`config.mk`:
```
export PLATFORM = sky130hd
export DESIGN_NAME = vtc_top
export DESIGN_NICKNAME = d
export VERILOG_FILES = /design/src/pkg/vtc_pkg.sv /design/src/hw/vtc_sync.sv /design/src/hw/vtc_edge.sv /design/src/hw/vtc_top.sv
export SDC_FILE = /design/constraint.sdc
export NUM_CORES = 1
export LEC_CHECK = 0
export ABC_AREA = 1
export BUFFER_PORTS_ARGS = -buffer_cell sky130_fd_sc_hd__buf_2
export CAP_MARGIN = 5
export CORE_MARGIN = 1.5
export CORE_UTILIZATION = 30
export DETAILED_ROUTE_END_ITERATION = 7
export GPL_TIMING_DRIVEN = 0
export PLACE_DENSITY = 0.57
export SLEW_MARGIN = 40
export SYNTH_ARGS = -nofsm -noshare
export SYNTH_HDL_FRONTEND = slang
export SYNTH_SLANG_ARGS = --single-unit
```
`constraint.sdc`:
```
create_clock -name hclk -period 3.1 [get_ports hclk]
set_input_delay 0.31 -clock hclk [delete_from_list [all_inputs] [get_ports hclk]]
set_output_delay 0.31 -clock hclk [all_outputs]
set_load 0.05 [all_outputs]
```
`src/pkg/vtc_pkg.sv`:
```
// package: register map, field layout and codes of the counter control
package vtc_pkg;

    // ------------------------------------------------------------
    // register offsets (byte addresses, low address bits only)
    // ------------------------------------------------------------
    localparam int unsigned ADDR_W   = 8;
    localparam logic [7:0]  OFS_ACW  = 8'h00;
    localparam logic [7:0]  OFS_CTL  = 8'h04;
    localparam logic [7:0]  OFS_STA  = 8'h08;

    // ------------------------------------------------------------
    // acquisition_control_word fields
    // ------------------------------------------------------------
    localparam int unsigned MODE_W   = 3;
    localparam int unsigned ZRM_LSB  = 0;
    localparam int unsigned CCM_LSB  = 3;
    localparam int unsigned CPM_LSB  = 6;
    localparam int unsigned THM_LSB  = 9;
    localparam int unsigned ASS_LSB  = 12;
    localparam int unsigned SWW_BIT  = 15;
    localparam logic [31:0] ACW_RST  = 32'h0000_0000;
    localparam logic [31:0] ACW_MASK = 32'h0000_FFFF;

    // ------------------------------------------------------------
    // control_word_four strobes and status layout
    // ------------------------------------------------------------
    localparam int unsigned CTL_CLR  = 0;
    localparam int unsigned CTL_SWR  = 1;
    localparam int unsigned CTL_ABT  = 2;
    localparam int unsigned STA_HS   = 16;
    localparam int unsigned STA_REL  = 19;

    // ------------------------------------------------------------
    // counter values and mode codes
    // ------------------------------------------------------------
    localparam int unsigned CNT_W    = 16;
    localparam logic [15:0] PRESET_V = 16'h8000;
    localparam logic [15:0] TOP_V    = 16'h7FF0;
    localparam logic [2:0]  M_0      = 3'h0;
    localparam logic [2:0]  M_1      = 3'h1;
    localparam logic [2:0]  M_2      = 3'h2;
    localparam logic [2:0]  M_3      = 3'h3;
    localparam logic [2:0]  M_4      = 3'h4;

    typedef enum logic [2:0] {
        VS_RUN  = 3'h1,
        VS_ZERO = 3'h2,
        VS_TOP  = 3'h4
    } vtc_hold_e;

endpackage : vtc_pkg

```
`src/hw/vtc_sync.sv`:
```
// two-flop synchroniser for camera-side levels
`timescale 1ns/1ps
`default_nettype none
module vtc_sync #(
    parameter int unsigned W = 1
) (
    // clock and reset
    input  wire logic         hclk,
    input  wire logic         hresetn,
    // raw and synchronised levels
    input  wire logic [W-1:0] async_in,
    output logic      [W-1:0] sync_out
);
    typedef struct packed {
        logic [W-1:0] meta;
        logic [W-1:0] sync;
    } vtc_sync_s;

    vtc_sync_s st_q;
    vtc_sync_s st_d;

    // first stage feeds only the second
    always_comb begin
        st_d.meta = async_in;
        st_d.sync = st_q.meta;
    end

    always_ff @(posedge hclk or negedge hresetn) begin
        if (!hresetn) begin
            st_q <= '0;
        end else begin
            st_q <= st_d;
        end
    end

    assign sync_out = st_q.sync;
endmodule : vtc_sync
`default_nettype wire

```
`src/hw/vtc_edge.sv`:
```
// rising and falling edge strobes of same-clock levels
`timescale 1ns/1ps
`default_nettype none
module vtc_edge #(
    parameter int unsigned W = 1
) (
    // clock and reset
    input  wire logic         hclk,
    input  wire logic         hresetn,
    // level in, one-cycle strobes out
    input  wire logic [W-1:0] lvl,
    output logic      [W-1:0] rise,
    output logic      [W-1:0] fall
);
    typedef struct packed {
        logic [W-1:0] prev;
    } vtc_edge_s;

    vtc_edge_s st_q;
    vtc_edge_s st_d;

    always_comb begin
        st_d.prev = lvl;
    end

    always_ff @(posedge hclk or negedge hresetn) begin
        if (!hresetn) begin
            st_q <= '0;
        end else begin
            st_q <= st_d;
        end
    end

    assign rise = lvl & ~st_q.prev;
    assign fall = ~lvl & st_q.prev;
endmodule : vtc_edge
`default_nettype wire

```
`src/hw/vtc_top.sv`:
```
// vertical table line counter control with its AHB-Lite register slave
`timescale 1ns/1ps
`default_nettype none
module vtc_top #(
    parameter int unsigned CNT_W = vtc_pkg::CNT_W
) (
    // clock and reset
    input  wire logic             hclk,
    input  wire logic             hresetn,
    // ahb-lite slave
    input  wire logic             hsel,
    input  wire logic [31:0]      haddr,
    input  wire logic [1:0]       htrans,
    input  wire logic             hwrite,
    input  wire logic [2:0]       hsize,
    input  wire logic [31:0]      hwdata,
    input  wire logic             hready,
    output logic                  hreadyout,
    output logic                  hresp,
    output logic      [31:0]      hrdata,
    // camera pins
    input  wire logic             trigger_pin,
    input  wire logic             frame_enable_pin,
    // acquisition logic, same clock
    input  wire logic             vaw_active,
    input  wire logic             line_strobe,
    input  wire logic             table_clear_column,
    input  wire logic             table_load_enable_column,
    input  wire logic             header_request,
    // results
    output logic      [CNT_W-1:0] vertical_line_counter,
    output logic      [2:0]       hold_state,
    output logic                  abort_req,
    output logic                  header_go
);
    // ------------------------------------------------------------
    // state
    // ------------------------------------------------------------
    typedef struct packed {
        logic [31:0]      acw;
        logic             clr_bit;
        logic             swr;
        logic             abt;
        logic             abort;
        logic [CNT_W-1:0] cnt;
        logic             released;
        logic             ap_wr;
        logic [7:0]       ap_addr;
        logic [31:0]      rdata;
    } vtc_state_s;

    vtc_state_s st_q;
    vtc_state_s st_d;

    function automatic logic [2:0] fld(input logic [31:0] w,
                                       input int unsigned lsb);
        fld = w[lsb +: vtc_pkg::MODE_W];
    endfunction : fld

    // ------------------------------------------------------------
    // pin synchronisers and edges
    // ------------------------------------------------------------
    logic [1:0] pin_s;
    logic [2:0] ev_rise;
    logic [2:0] ev_fall;
    logic       trig_s;
    logic       fen_s;

    vtc_sync #(.W(2)) u_sync (
        .hclk     (hclk),
        .hresetn  (hresetn),
        .async_in ({frame_enable_pin, trigger_pin}),
        .sync_out (pin_s)
    );

    assign trig_s = pin_s[0];
    assign fen_s  = pin_s[1];

    vtc_edge #(.W(3)) u_edge (
        .hclk    (hclk),
        .hresetn (hresetn),
        .lvl     ({vaw_active, fen_s, trig_s}),
        .rise    (ev_rise),
        .fall    (ev_fall)
    );

    logic trig_rise;
    logic trig_fall;
    logic fen_rise;
    logic vaw_end;
    assign trig_rise = ev_rise[0];
    assign trig_fall = ev_fall[0];
    assign fen_rise  = ev_rise[1];
    assign vaw_end   = ev_fall[2];

    // ------------------------------------------------------------
    // mode decode
    // ------------------------------------------------------------
    logic [2:0] zr_mode;
    logic [2:0] cc_mode;
    logic [2:0] cp_mode;
    logic [2:0] th_mode;
    logic [2:0] ab_src;
    logic       skip_wait;
    assign zr_mode   = fld(st_q.acw, vtc_pkg::ZRM_LSB);
    assign cc_mode   = fld(st_q.acw, vtc_pkg::CCM_LSB);
    assign cp_mode   = fld(st_q.acw, vtc_pkg::CPM_LSB);
    assign th_mode   = fld(st_q.acw, vtc_pkg::THM_LSB);
    assign ab_src    = fld(st_q.acw, vtc_pkg::ASS_LSB);
    assign skip_wait = st_q.acw[vtc_pkg::SWW_BIT];

    logic tbl_clr;
    logic force_clr;
    logic mode_clr;
    logic do_clr;
    logic do_pre;
    logic hold_zero;
    logic hold_top;

    // the table clear column is valid on the line strobe of its entry
    assign tbl_clr   = line_strobe && table_clear_column;
    assign force_clr = st_q.swr || st_q.abt || st_q.clr_bit;

    always_comb begin
        unique case (cc_mode)
            vtc_pkg::M_1: mode_clr = trig_fall || vaw_end;
            vtc_pkg::M_2: mode_clr = 1'b0;
            vtc_pkg::M_3: mode_clr = fen_rise;
            vtc_pkg::M_4: mode_clr = trig_fall;
            default:      mode_clr = vaw_end;
        endcase
    end

    assign do_clr = force_clr || tbl_clr || mode_clr;

    always_comb begin
        unique case (cp_mode)
            vtc_pkg::M_1: do_pre = fen_rise
                                   && table_load_enable_column;
            vtc_pkg::M_2: do_pre = fen_rise;
            vtc_pkg::M_3: do_pre = trig_rise;
            default:      do_pre = 1'b0;
        endcase
    end

    // level mode: an asserted trigger prevents sticking
    assign hold_zero = (st_q.cnt == '0) && !st_q.released
                       && ((zr_mode == vtc_pkg::M_1)
                           || ((zr_mode == vtc_pkg::M_2)
                               && !trig_s));
    assign hold_top  = (th_mode == vtc_pkg::M_1)
                       && (st_q.cnt == CNT_W'(vtc_pkg::TOP_V));

    // ------------------------------------------------------------
    // bus decode
    // ------------------------------------------------------------
    logic ap_take;
    assign ap_take = hsel && hready && htrans[1];

    vtc_pkg::vtc_hold_e hs;
    always_comb begin
        if (hold_zero) begin
            hs = vtc_pkg::VS_ZERO;
        end else if (hold_top) begin
            hs = vtc_pkg::VS_TOP;
        end else begin
            hs = vtc_pkg::VS_RUN;
        end
    end

    // ------------------------------------------------------------
    // next state
    // ------------------------------------------------------------
    always_comb begin
        st_d         = st_q;
        st_d.clr_bit = 1'b0;
        st_d.swr     = 1'b0;
        st_d.abt     = 1'b0;
        // host abort always, trigger fall only with source code 1
        st_d.abort   = st_q.abt
                       || ((ab_src == vtc_pkg::M_1) && trig_fall);

        // data phase of a write; command strobes act one cycle later
        if (st_q.ap_wr && (st_q.ap_addr == vtc_pkg::OFS_ACW)) begin
            st_d.acw = hwdata & vtc_pkg::ACW_MASK;
        end
        if (st_q.ap_wr && (st_q.ap_addr == vtc_pkg::OFS_CTL)) begin
            st_d.clr_bit = hwdata[vtc_pkg::CTL_CLR];
            st_d.swr     = hwdata[vtc_pkg::CTL_SWR];
            st_d.abt     = hwdata[vtc_pkg::CTL_ABT];
        end
        st_d.ap_wr   = ap_take && hwrite;
        st_d.ap_addr = haddr[vtc_pkg::ADDR_W-1:0];

        // clear beats preset beats hold beats counting
        if (do_clr) begin
            st_d.cnt = '0;
        end else if (do_pre) begin
            st_d.cnt = CNT_W'(vtc_pkg::PRESET_V);
        end else if (line_strobe && !hold_zero && !hold_top) begin
            st_d.cnt = st_q.cnt + CNT_W'(1);
        end

        // release latch: a trigger edge at zero wins over a clear
        if (do_clr) begin
            st_d.released = 1'b0;
        end
        if (trig_rise && ((st_q.cnt == '0) || do_clr)) begin
            st_d.released = 1'b1;
        end

        // read data sampled at the address phase, forwarding writes
        if (ap_take && !hwrite) begin
            if (haddr[vtc_pkg::ADDR_W-1:0] == vtc_pkg::OFS_ACW) begin
                st_d.rdata = st_d.acw;
            end else if (haddr[vtc_pkg::ADDR_W-1:0] == vtc_pkg::OFS_STA)
            begin
                st_d.rdata = '0;
                st_d.rdata[CNT_W-1:0] = st_d.cnt;
                st_d.rdata[vtc_pkg::STA_HS +: $bits(hs)] = hs;
                st_d.rdata[vtc_pkg::STA_REL] = st_d.released;
            end else begin
                // strobes read back as zero, unmapped reads too
                st_d.rdata = '0;
            end
        end
    end

    always_ff @(posedge hclk or negedge hresetn) begin
        if (!hresetn) begin
            st_q     <= '0;
            st_q.acw <= vtc_pkg::ACW_RST;
        end else begin
            st_q <= st_d;
        end
    end

    // ------------------------------------------------------------
    // outputs
    // ------------------------------------------------------------
    assign hreadyout             = 1'b1;
    assign hresp                 = 1'b0;
    assign hrdata                = st_q.rdata;
    assign vertical_line_counter = st_q.cnt;
    assign hold_state            = hs;
    assign abort_req             = st_q.abort;
    assign header_go = header_request
                       && (skip_wait || vaw_active);

    logic quiet;
    assign quiet = !do_clr && !do_pre;
endmodule : vtc_top
`default_nettype wire

```
==> results of run 1 <==
## final timing paths
kind                                          start            endpoint  slack (ns)
setup / recovery           vertical_line_counter[0]       hold_state[1]        0.63
hold / removal                     frame_enable_pin      u_sync.st_d[1]        0.06
setup reg to reg           vertical_line_counter[0]          hrdata[15]        1.14
hold reg to reg                      u_sync.st_d[1]  u_sync.sync_out[1]        0.35
max in group asynchronous                   hresetn          hrdata[14]        2.06
min in group asynchronous                   hresetn           hrdata[7]        0.46
## metrics by stage
| stage | power [uW] | cell area [um2] |
|---|---|---|
| floorplan | 1500 | 4927 |
| global placement | 1591 | 5643 |
| detailed placement | 1597 | 5680 |
| CTS | 2785 | 5998 |
| global route | 2853 | 5998 |
| finish | 2752 | 5998 |
## flip-flops by register name, indices dropped and copies added, names as in the netlist
name and count:
st_q 35, hrdata 32, vertical_line_counter 16, ab_src 3, cc_mode 3, cp_mode 3, u_edge.st_q 3, u_sync.st_d 2
u_sync.sync_out 2, abort_req 1, skip_wait 1
## worst max-delay path, cell delays in order, from the launching register on
cell and delay [ns]:
dfrtp_1 0.45, inv_1 0.12, ha_1 0.16, nand2_1 0.08, nor2_1 0.17, nand2_1 0.09
nor2_1 0.31, buf_4 0.17, buf_2 0.25
## power by group through the flow
stage	Combinational, uW	Clock [uW]	Sequential [uW]
6_report	214	1180	1360
5_1_grt	244	1250	1360
4_1_cts	218	1210	1360
3_5_place_dp	216	0	1380
3_3_place_gp	210	0	1380
2_1_floorplan	123	0	1380
## routing by layer
metal  GRT usage, %  share of wire [%]
met1          19.97                 49
met2          21.52                 43
met3          2.739                5.0
met4          6.305                2.2
met5              0                  0
## cells in the mapped netlist, drive strengths merged
library cell | n | area share (%)
a21boi | 1 | 0.15
a21oi | 5 | 0.51
a22oi | 4 | 0.61
a31oi | 1 | 0.13
and3 | 10 | 1.3
buf | 58 | 8.9
clkbuf | 5 | 0.41
clkinv | 1 | 0.076
conb | 2 | 0.15
dfrtp | 101 | 51
ha | 2 | 0.51
inv | 83 | 6.3
nand2 | 155 | 12
nand3 | 31 | 3.4
nand4 | 15 | 2.2
nor2 | 53 | 4.4
nor3 | 7 | 1.1
nor4 | 2 | 0.56
o21a | 14 | 2.4
o21ai | 20 | 2.0
o21bai | 1 | 0.15
or2 | 8 | 1.0
xor2 | 3 | 0.53
## repair_timing
item	CTS	global route
hold endpoints to repair	56	0
hold buffers	1	0
setup endpoints to repair	0	0
## cell type report
cell class              count  area (um2)  area share [%]
multi-input cells         334        1628           27.14
clock inverters             6       68.82           1.147
well taps                 216       270.3           4.506
inverters                  84       315.3           5.257
repair buffers             91       493.0           8.219
flip-flops and latches    101        2527           42.14
clock buffers              10       239.0           3.984
plain buffers              63       456.7           7.614
## logic make-up (layout without fill, tap and decap cells)
kind of cell,Yosys count,in the layout,share of synthesized area (%)
AOI/OAI and AO/OA,46,46,6.019
xor gates and xnor gates,3,3,0.5334
adders and majority gates,2,2,0.5078
buffers and inverters,147,254,15.67
DFF,101,101,51.29
other,2,2,0.1524
and+or+nand+nor,281,281,25.83
==> results.py, run 1 <==
metrics = {
    "outcome": {
        "status": "finished clean",
    },
    "floorplan": {
        "floorplan.initialDensity_pct": 30.91,
        "pin_count": 136,
        "die_x_um": 131.2,
        "die-area_um2": 17200,
        "core_area_um2": 15940,
        "rows": 46,
        "die_h_um": 131.2,
    },
    "timing": {
        "min_period_ns": 2.468,
        "skew_ns": 0.006295,
        "hold_viol_final": 0,
        "fin_tns_setup_ns": 0,
        "rsz0062_at_grt": "false",
        "setup_viol": 0,
        "final.setup.worst_slack_ns": 0.6319,
        "max_slew_margin_pct": 54.36,
        "timing.fmax_ghz": 0.4052,
        "tightestPinTransition_ns": 0.6796,
        "hold_ws_ns": 0.05679,
        "maxSlewViolCount": 0,
        "finalCritPeriodShare_pct": 79.62,
    },
    "clock_tree": {
        "clock-sinks": 101,
        "ctsResizeCount": 0,
        "cts_inserted_buffers": 9,
        "cts_tree": "yes",
        "clk_pin_slew_ns": 0.07,
        "htreeDepth": 3,
        "cts_setup_buffers": 0,
        "clk_latency_ns": 0.35,
        "root_buffer": "clkbuf_16",
        "clk_path_buf_depth": 2,
    },
    "cells_and_area": {
        "layout_common_cells": "nand2_1, dfrtp_1, buf_2",
        "final_util_pct": 37.62,
        "final_common_cell": "nand2_1",
        "syn_to_final_growth_pct": 21.74,
        "fillers": 1715,
        "n_antenna_cell": 0,
        "drive_above_1_share_pct": 27.14,
        "final_cell_count_no_fill": 905,
        "final_nets": 767,
    },
    "synth": {
        "synth-seq-cells": 101,
        "yosysSeqAreaShare_pct": 51.30,
        "yosysUniqueCellTypes": 36,
        "avgSynthCellArea_um2": 8.466,
        "syn_area_um2": 4927,
        "syn-num-nets": 665,
        "syn_inst": 582,
        "yosysWarnings": 0,
    },
    "global_route": {
        "grt_overflow": 0,
        "antenna_found_initial": 0,
        "track_usage_pct": 14.30,
        "grt_max_degree": 58,
        "grt_pass1_vias": 3797,
        "grt_pass1_wl_um": 19370,
    },
    "drt": {
        "wl_per_cell_um": 12.84,
        "drc_errors": 0,
        "totalWireLength_um": 11620,
        "num_vias": 3815,
        "first_pass_iters": 4,
        "ant_nets": 0,
        "drtIter0Drc": 161,
        "via_per_inst": 4.215,
    },
    "pwr": {
        "ir_drop_v": 0.0002175,
        "power.share.clock_pct": 43.0,
        "seq_power_share_pct": 49.3,
        "power_frac_comb_pct": 7.8,
        "p_int_uw": 2064,
        "swShare_pct": 24.98,
        "netSwitchingPower_uw": 687.5,
        "leakagePower_uw": 0.003402,
        "p_per_area_nw_per_um2": 458.8,
    },
    "place": {
        "portBuffers": 89,
        "detailed_place_hpwl_um": 8744,
        "gp_congestion": 0.8034,
        "place_ws_ns": 1.006,
        "dp_cells": 888,
    },
    "setup_path": {
        "end_kind": "primary output",
        "arrival_ns": 2.16,
        "worstPathRequired_ns": 2.79,
        "critPathMaxFanout": 5,
        "reg2reg_depth": 11,
        "crit_type": "flop to primary output",
        "critPathLaunchType": "flop",
    },
    "worst_hold_path": {
        "hold_depth": 1,
        "worstHoldPathType": "input pin to flop",
    },
    "run": {
        "drv_cap": 0,
    },
}
(Power assumes the default switching activity.)
==> run 2, diff against run 1 <==
--- a/config.mk
+++ b/config.mk
@@ -5,7 +5,7 @@
 export SDC_FILE = /design/constraint.sdc
 export NUM_CORES = 1
 export LEC_CHECK = 0
-export ABC_AREA = 1
+export ABC_AREA = 0
 export BUFFER_PORTS_ARGS = -buffer_cell sky130_fd_sc_hd__buf_2
 export CAP_MARGIN = 5
 export CORE_MARGIN = 1.5
==> constraint.sdc (replaced) <==
create_clock -name hclk -period 2.6 [get_ports hclk]
set_input_delay 0.26 -clock hclk [delete_from_list [all_inputs] [get_ports hclk]]
set_output_delay 0.26 -clock hclk [all_outputs]
set_load 0.05 [all_outputs]
==> results.py, run 2 <==
metrics = {
    "cells_and_area": {
        "largest_reg_flops": 35,
        "final_cell_count_no_fill": 683,
        "final_util_pct": 37.65,
        "final_common_cell": "dfrtp_1",
        "final_nets": 573,
        "fillers": 1498,
        "top_register": "st_q",
        "n_antenna_cell": 0,
        "syn_to_final_growth_pct": 22.70,
        "layout_common_cells": "dfrtp_1, buf_2, buf_4",
        "drive_above_1_share_pct": 41.41,
    },
    "drt": {
        "dr_wl_met2_um": 5157,
        "via_per_inst": 4.630,
        "top_layer_used": "met4",
        "totalWireLength_um": 10770,
        "wirelength_met1_um": 5052,
        "wl_per_cell_um": 15.77,
        "first_pass_iters": 4,
        "num_vias": 3162,
        "drc_errors": 0,
        "drtIter0Drc": 158,
        "ant_nets": 0,
        "dr_wl_met3_um": 360,
    },
    "synth": {
        "syn_area_um2": 4647,
        "async_flop_share_pct": 100.0,
        "yosysUniqueCellTypes": 65,
        "ys_top_cells_by_area": "dfrtp_1, buf_4, mux2_4",
        "yosysSeqAreaShare_pct": 54.39,
        "synth_top_family_by_area": "simple AND/OR/NAND/NOR gates",
        "yosysWarnings": 0,
        "yosysTopAreaCell": "dfrtp_1",
        "syn_inst": 386,
        "syn-num-nets": 469,
        "synthAdderAreaFrac_pct": 0.5385,
        "synthMostInstantiatedCell": "dfrtp_1",
        "synth.area.mux_share_pct": 5.223,
        "yosys-top-cells-count": "dfrtp_1, buf_4, nor2_1",
        "ys.flop_type": "dfrtp_1",
        "synth-simple-area-share_pct": 16.05,
        "yosysTopAreaCellShare_pct": 54.39,
        "synth-seq-cells": 101,
        "synth_compound_area_share_pct": 11.12,
        "avgSynthCellArea_um2": 12.04,
        "synth_edf_count": 0,
        "synthXorXnorAreaFrac_pct": 2.450,
    },
    "global_route": {
        "grt_pass1_vias": 3182,
        "grt_pass1_wl_um": 17340,
        "track_usage_pct": 13.94,
        "grt_max_degree": 59,
        "grt_overflow": 0,
        "antenna_found_initial": 0,
    },
    "worst_hold_path": {
        "min_from": "frame_enable_pin",
        "worstHoldPathType": "input pin to flop",
    },
    "outcome": {
        "status": "finished clean",
    },
    "pwr": {
        "netSwitchingPower_uw": 809.2,
        "swShare_pct": 24.62,
        "ir_drop_v": 0.0004050,
        "p_int_uw": 2478,
        "leakagePower_uw": 0.002897,
        "power_frac_comb_pct": 9.7,
        "p_per_area_nw_per_um2": 576.5,
        "seq_power_share_pct": 49.9,
        "power.share.clock_pct": 40.4,
    },
    "floorplan": {
        "die-area_um2": 16250,
        "die_h_um": 127.5,
        "die_x_um": 127.5,
        "rows": 45,
        "pin_count": 136,
        "core_area_um2": 15150,
        "floorplan.initialDensity_pct": 30.68,
    },
    "setup_path": {
        "critPathMaxFanout": 5,
        "critPathLaunchType": "flop",
        "worstPathRequired_ns": 2.34,
        "r2r_start": "vertical_line_counter[2]",
        "end_kind": "primary output",
        "crit_type": "flop to primary output",
        "worstSetupStartpoint": "vertical_line_counter[0]",
        "arrival_ns": 2.17,
    },
    "timing": {
        "final.setup.worst_slack_ns": 0.1694,
        "finalCritPeriodShare_pct": 93.48,
        "timing.fmax_ghz": 0.4114,
        "hold_viol_final": 0,
        "fin_tns_setup_ns": 0,
        "setup_viol": 0,
        "max_slew_margin_pct": 58.31,
        "hold_ws_ns": 0.03548,
        "skew_ns": 0.01036,
        "min_period_ns": 2.431,
        "tightestPinTransition_ns": 0.6254,
        "maxSlewViolCount": 0,
        "rsz0062_at_grt": "false",
    },
    "clock_tree": {
        "clk_path_buf_depth": 2,
        "clk_pin_slew_ns": 0.07,
        "root_buffer": "clkbuf_16",
        "clock-sinks": 101,
        "cts_inserted_buffers": 9,
        "htreeDepth": 3,
        "cts_tree": "yes",
        "clk_latency_ns": 0.34,
    },
    "run": {
        "drv_cap": 0,
    },
    "place": {
        "detailed_place_hpwl_um": 7952,
        "dp_cells": 664,
        "place_ws_ns": 0.1880,
        "gp_congestion": 0.7840,
        "portBuffers": 89,
    },
}
## run 2: cell count changes in the layout (fill, tap and decap cells not counted), sizes merged, moves of 12 or more
cell	before	now
a22o	0	12
mux2	0	16
nand2	155	14
inv	86	4
and2	0	18
o21a	14	1
a22oi	4	18
nor2	53	28
nand3	31	6
## run 2: path summary, 6_finish.rpt
| kind | cells past startpoint | slack, ns | to |
|---|---|---|---|
| max | 8 | 0.17 | hold_state[1] |
| min | 1 | 0.04 | u_sync.st_d[1] |
| max reg2reg | 5 | 0.51 | hrdata[15] |
| min reg2reg | 0 | 0.36 | u_sync.sync_out[0] |
| max in group asynchronous | 3 | 1.59 | st_q[72] |
| min in group asynchronous | 2 | 0.43 | hrdata[30] |
## run 2: through the flow
step | total power [uW] | area (um2)
final | 3287 | 5702
after global routing | 3432 | 5702
after CTS | 3308 | 5675
after detailed placement | 1969 | 5365
after global placement | 1959 | 5328
after floorplan | 1843 | 4647
## run 2: cells by family after synthesis
| family | after synthesis |
|---|---|
| compound gates | 67 |
| xor+xnor | 13 |
| fa+ha+maj | 2 |
| buf+inv | 67 |
| flops | 101 |
| mux | 17 |
| other cells | 2 |
| simple gates | 117 |
## run 2: final cells by class
class,count,area (um2),share of cell area [%]
Multi-Input combinational cell,218,1670,29.30
Clock inverter,6,63.81,1.119
Buffer,63,452.9,7.944
Tap cell,188,235.2,4.126
Timing Repair Buffer,93,508.0,8.909
Sequential cell,101,2527,44.33
Clock buffer,10,229.0,4.016
Inverter,4,15.01,0.2633
## run 2: power groups by stage
stage,registers [uW],logic (uW),clock network [uW]
final,1640,319,1330
after global routing,1640,350,1440
after CTS,1640,309,1360
after detailed placement,1670,301,0
after global placement,1670,291,0
after floorplan,1660,184,0
## run 2: per-layer routing
metal,track usage [%],vias to the layer above
li1,-,1529
met1,19.17,1563
met2,21.91,56
met3,2.973,14
met4,4.612,0
met5,0,-
## run 2: timing repair
| item | 4_1_cts | 5_1_grt |
|---|---|---|
| hold endpoints to repair | 57 | 0 |
| buffers inserted | 0 | 2 |
| endpoints found under the setup margin | 2 | 3 |
| pin swaps | 0 | 1 |
| hold buffers | 1 | 0 |
| resized for setup | 2 | 2 |
## run 2: worst max-delay path, stage by stage, from the launching register on
cell     delay, ns
dfrtp_1       0.45
inv_1         0.11
ha_1          0.16
nor4b_4       0.18
buf_4         0.18
nand4_4       0.17
nor2_4        0.21
buf_4         0.13
buf_2         0.24
==> run 3, diff against run 2 <==
--- a/config.mk
+++ b/config.mk
@@ -13,6 +13,7 @@
 export DETAILED_ROUTE_END_ITERATION = 7
 export GPL_TIMING_DRIVEN = 0
 export PLACE_DENSITY = 0.57
+export RECOVER_POWER = 50
 export SLEW_MARGIN = 40
 export SYNTH_ARGS = -nofsm -noshare
 export SYNTH_HDL_FRONTEND = slang
==> results.py, run 3 (synthesized netlist as in run 2, its figures left out) <==
metrics = {
    "cells_and_area": {
        "top_register": "st_q",
        "fillers": 1505,
        "layout_common_cells": "dfrtp_1, buf_2, buf_4",
        "final_common_cell": "dfrtp_1",
        "drive_above_1_share_pct": 38.59,
        "largest_reg_flops": 35,
        "syn_to_final_growth_pct": 21.81,
        "n_antenna_cell": 0,
        "final_nets": 573,
    },
    "global_route": {
        "grt_pass1_vias": 3182,
        "track_usage_pct": 13.94,
        "grt_overflow": 0,
        "antenna_found_initial": 0,
        "grt_pass1_wl_um": 17340,
        "grt_max_degree": 59,
    },
    "setup_path": {
        "crit_buf_inv": 4,
        "end_kind": "primary output",
        "worstPathRequired_ns": 2.34,
        "crit_type": "flop to primary output",
        "worst_path_most_repeated_cell": "buf_4",
        "cp_slowest_stage_delay_ns": 0.45,
        "arrival_ns": 2.18,
        "critPathMaxFanout": 5,
        "worst_path_max_delay_cell": "dfrtp_1",
        "worstPathCellList": "inv_1 -> ha_1 -> nor4b_4 -> buf_4 -> nand4_4 -> nor2_4 -> buf_4 -> buf_2",
        "critPathLaunchType": "flop",
        "crit_family": "buffers and inverters",
    },
    "drt": {
        "ant_nets": 0,
        "num_vias": 3184,
        "via_per_inst": 4.662,
        "totalWireLength_um": 10800,
        "drc_errors": 0,
        "wl_per_cell_um": 15.81,
        "first_pass_iters": 4,
        "drtIter0Drc": 142,
    },
    "clock_tree": {
        "clk_pin_slew_ns": 0.07,
        "cts_tree": "yes",
        "clk_latency_ns": 0.34,
        "cts_inserted_buffers": 9,
        "htreeDepth": 3,
        "clock-sinks": 101,
        "root_buffer": "clkbuf_16",
        "clk_path_buf_depth": 2,
    },
    "outcome": {
        "status": "finished clean",
    },
    "timing": {
        "tightestPinTransition_ns": 1.471,
        "skew_ns": 0.01056,
        "rsz0062_at_grt": "false",
        "fin_tns_setup_ns": 0,
        "timing.fmax_ghz": 0.4104,
        "min_period_ns": 2.437,
        "finalCritPeriodShare_pct": 93.72,
        "setup_viol": 0,
        "hold_viol_final": 0,
        "maxSlewViolCount": 0,
        "hold_ws_ns": 0.03365,
        "max_slew_margin_pct": 1.928,
    },
    "place": {
        "portBuffers": 89,
        "detailed_place_hpwl_um": 7952,
        "gp_congestion": 0.7840,
    },
    "pwr": {
        "leakagePower_uw": 0.002846,
        "ir_drop_v": 0.0004038,
        "p_per_area_nw_per_um2": 579.9,
        "power_uw": 3282,
    },
    "floorplan": {
        "die-area_um2": 16250,
        "pin_count": 136,
        "die_x_um": 127.5,
        "die_h_um": 127.5,
        "core_area_um2": 15150,
        "rows": 45,
        "floorplan.initialDensity_pct": 30.68,
    },
    "worst_hold_path": {
        "worstHoldPathType": "input pin to flop",
    },
    "run": {
        "drv_cap": 0,
    },
}
-- run 3: power breakdown --
part / switching, uW / total (uW) / internal (uW)
Combinational: 192 / 315 / 123
Sequential: 31.5 / 1640 / 1610
Clock: 584 / 1330 / 745
Total: 808 / 3280 / 2470
-- run 3: per-stage QoR --
step | util (%) | setup slack (ns) | cells | instance area (um2)
final | 37.37 | 0.1632 | 683 | 5660
after global routing | 37.37 | 0.01751 | 683 | 5660
after CTS | 37.47 | 0.002681 | 681 | 5675
after detailed placement | 35.42 | 0.1880 | 664 | 5365
after global placement | 35.18 | 0.1818 | 663 | 5328
after floorplan | - | 0.1488 | 386 | 4647
-- run 3: what timing repair did --
item / in CTS / in global routing
buffers inserted: 0 / 2
hold buffers: 1 / 0
gates resized for setup: 2 / 2
pin swaps: 0 / 1
hold endpoints to repair: 57 / 0
endpoints found under the setup margin: 2 / 3
-- run 3: final cells by class --
class                   instances  area (um2)  share of cell area, %
clock buffers                  10       229.0                  4.045
multi-input cells             218        1655                  29.24
clock inverters                 6       63.81                  1.127
well taps                     188       235.2                  4.156
flip-flops and latches        101        2527                  44.65
repair buffers                 93       481.7                  8.510
inverters                       4       15.01                 0.2653
plain buffers                  63       452.9                  8.002
-- run 3: layer usage --
layer  part of all wire, %  track usage [%]  vias up
li1                      -                -     1527
met1                    47            19.17     1581
met2                    48            21.91       61
met3                   3.0            2.973       15
met4                   2.0            4.612        0
met5                     0                0        -
-- run 3: final timing paths --
| check | start | to | slack (ns) | cells past startpoint |
|---|---|---|---|---|
| min reg2reg | u_sync.st_d[0] | u_sync.sync_out[0] | 0.36 | 0 |
| max | vertical_line_counter[0] | hold_state[1] | 0.16 | 8 |
| max in group asynchronous | hresetn | hrdata[6] | 0.90 | 2 |
| max reg2reg | vertical_line_counter[2] | hrdata[15] | 0.49 | 5 |
| min | frame_enable_pin | u_sync.st_d[1] | 0.03 | 1 |
| min in group asynchronous | hresetn | hrdata[30] | 0.81 | 2 |
-- run 3: worst reg2reg max path: stages (launching register included) --
cell and delay, ns:
dfrtp_1 0.51, nand3_2 0.16, nor4_1 0.47, a21boi_0 0.22
o311ai_1 0.47, o21ai_1 0.14
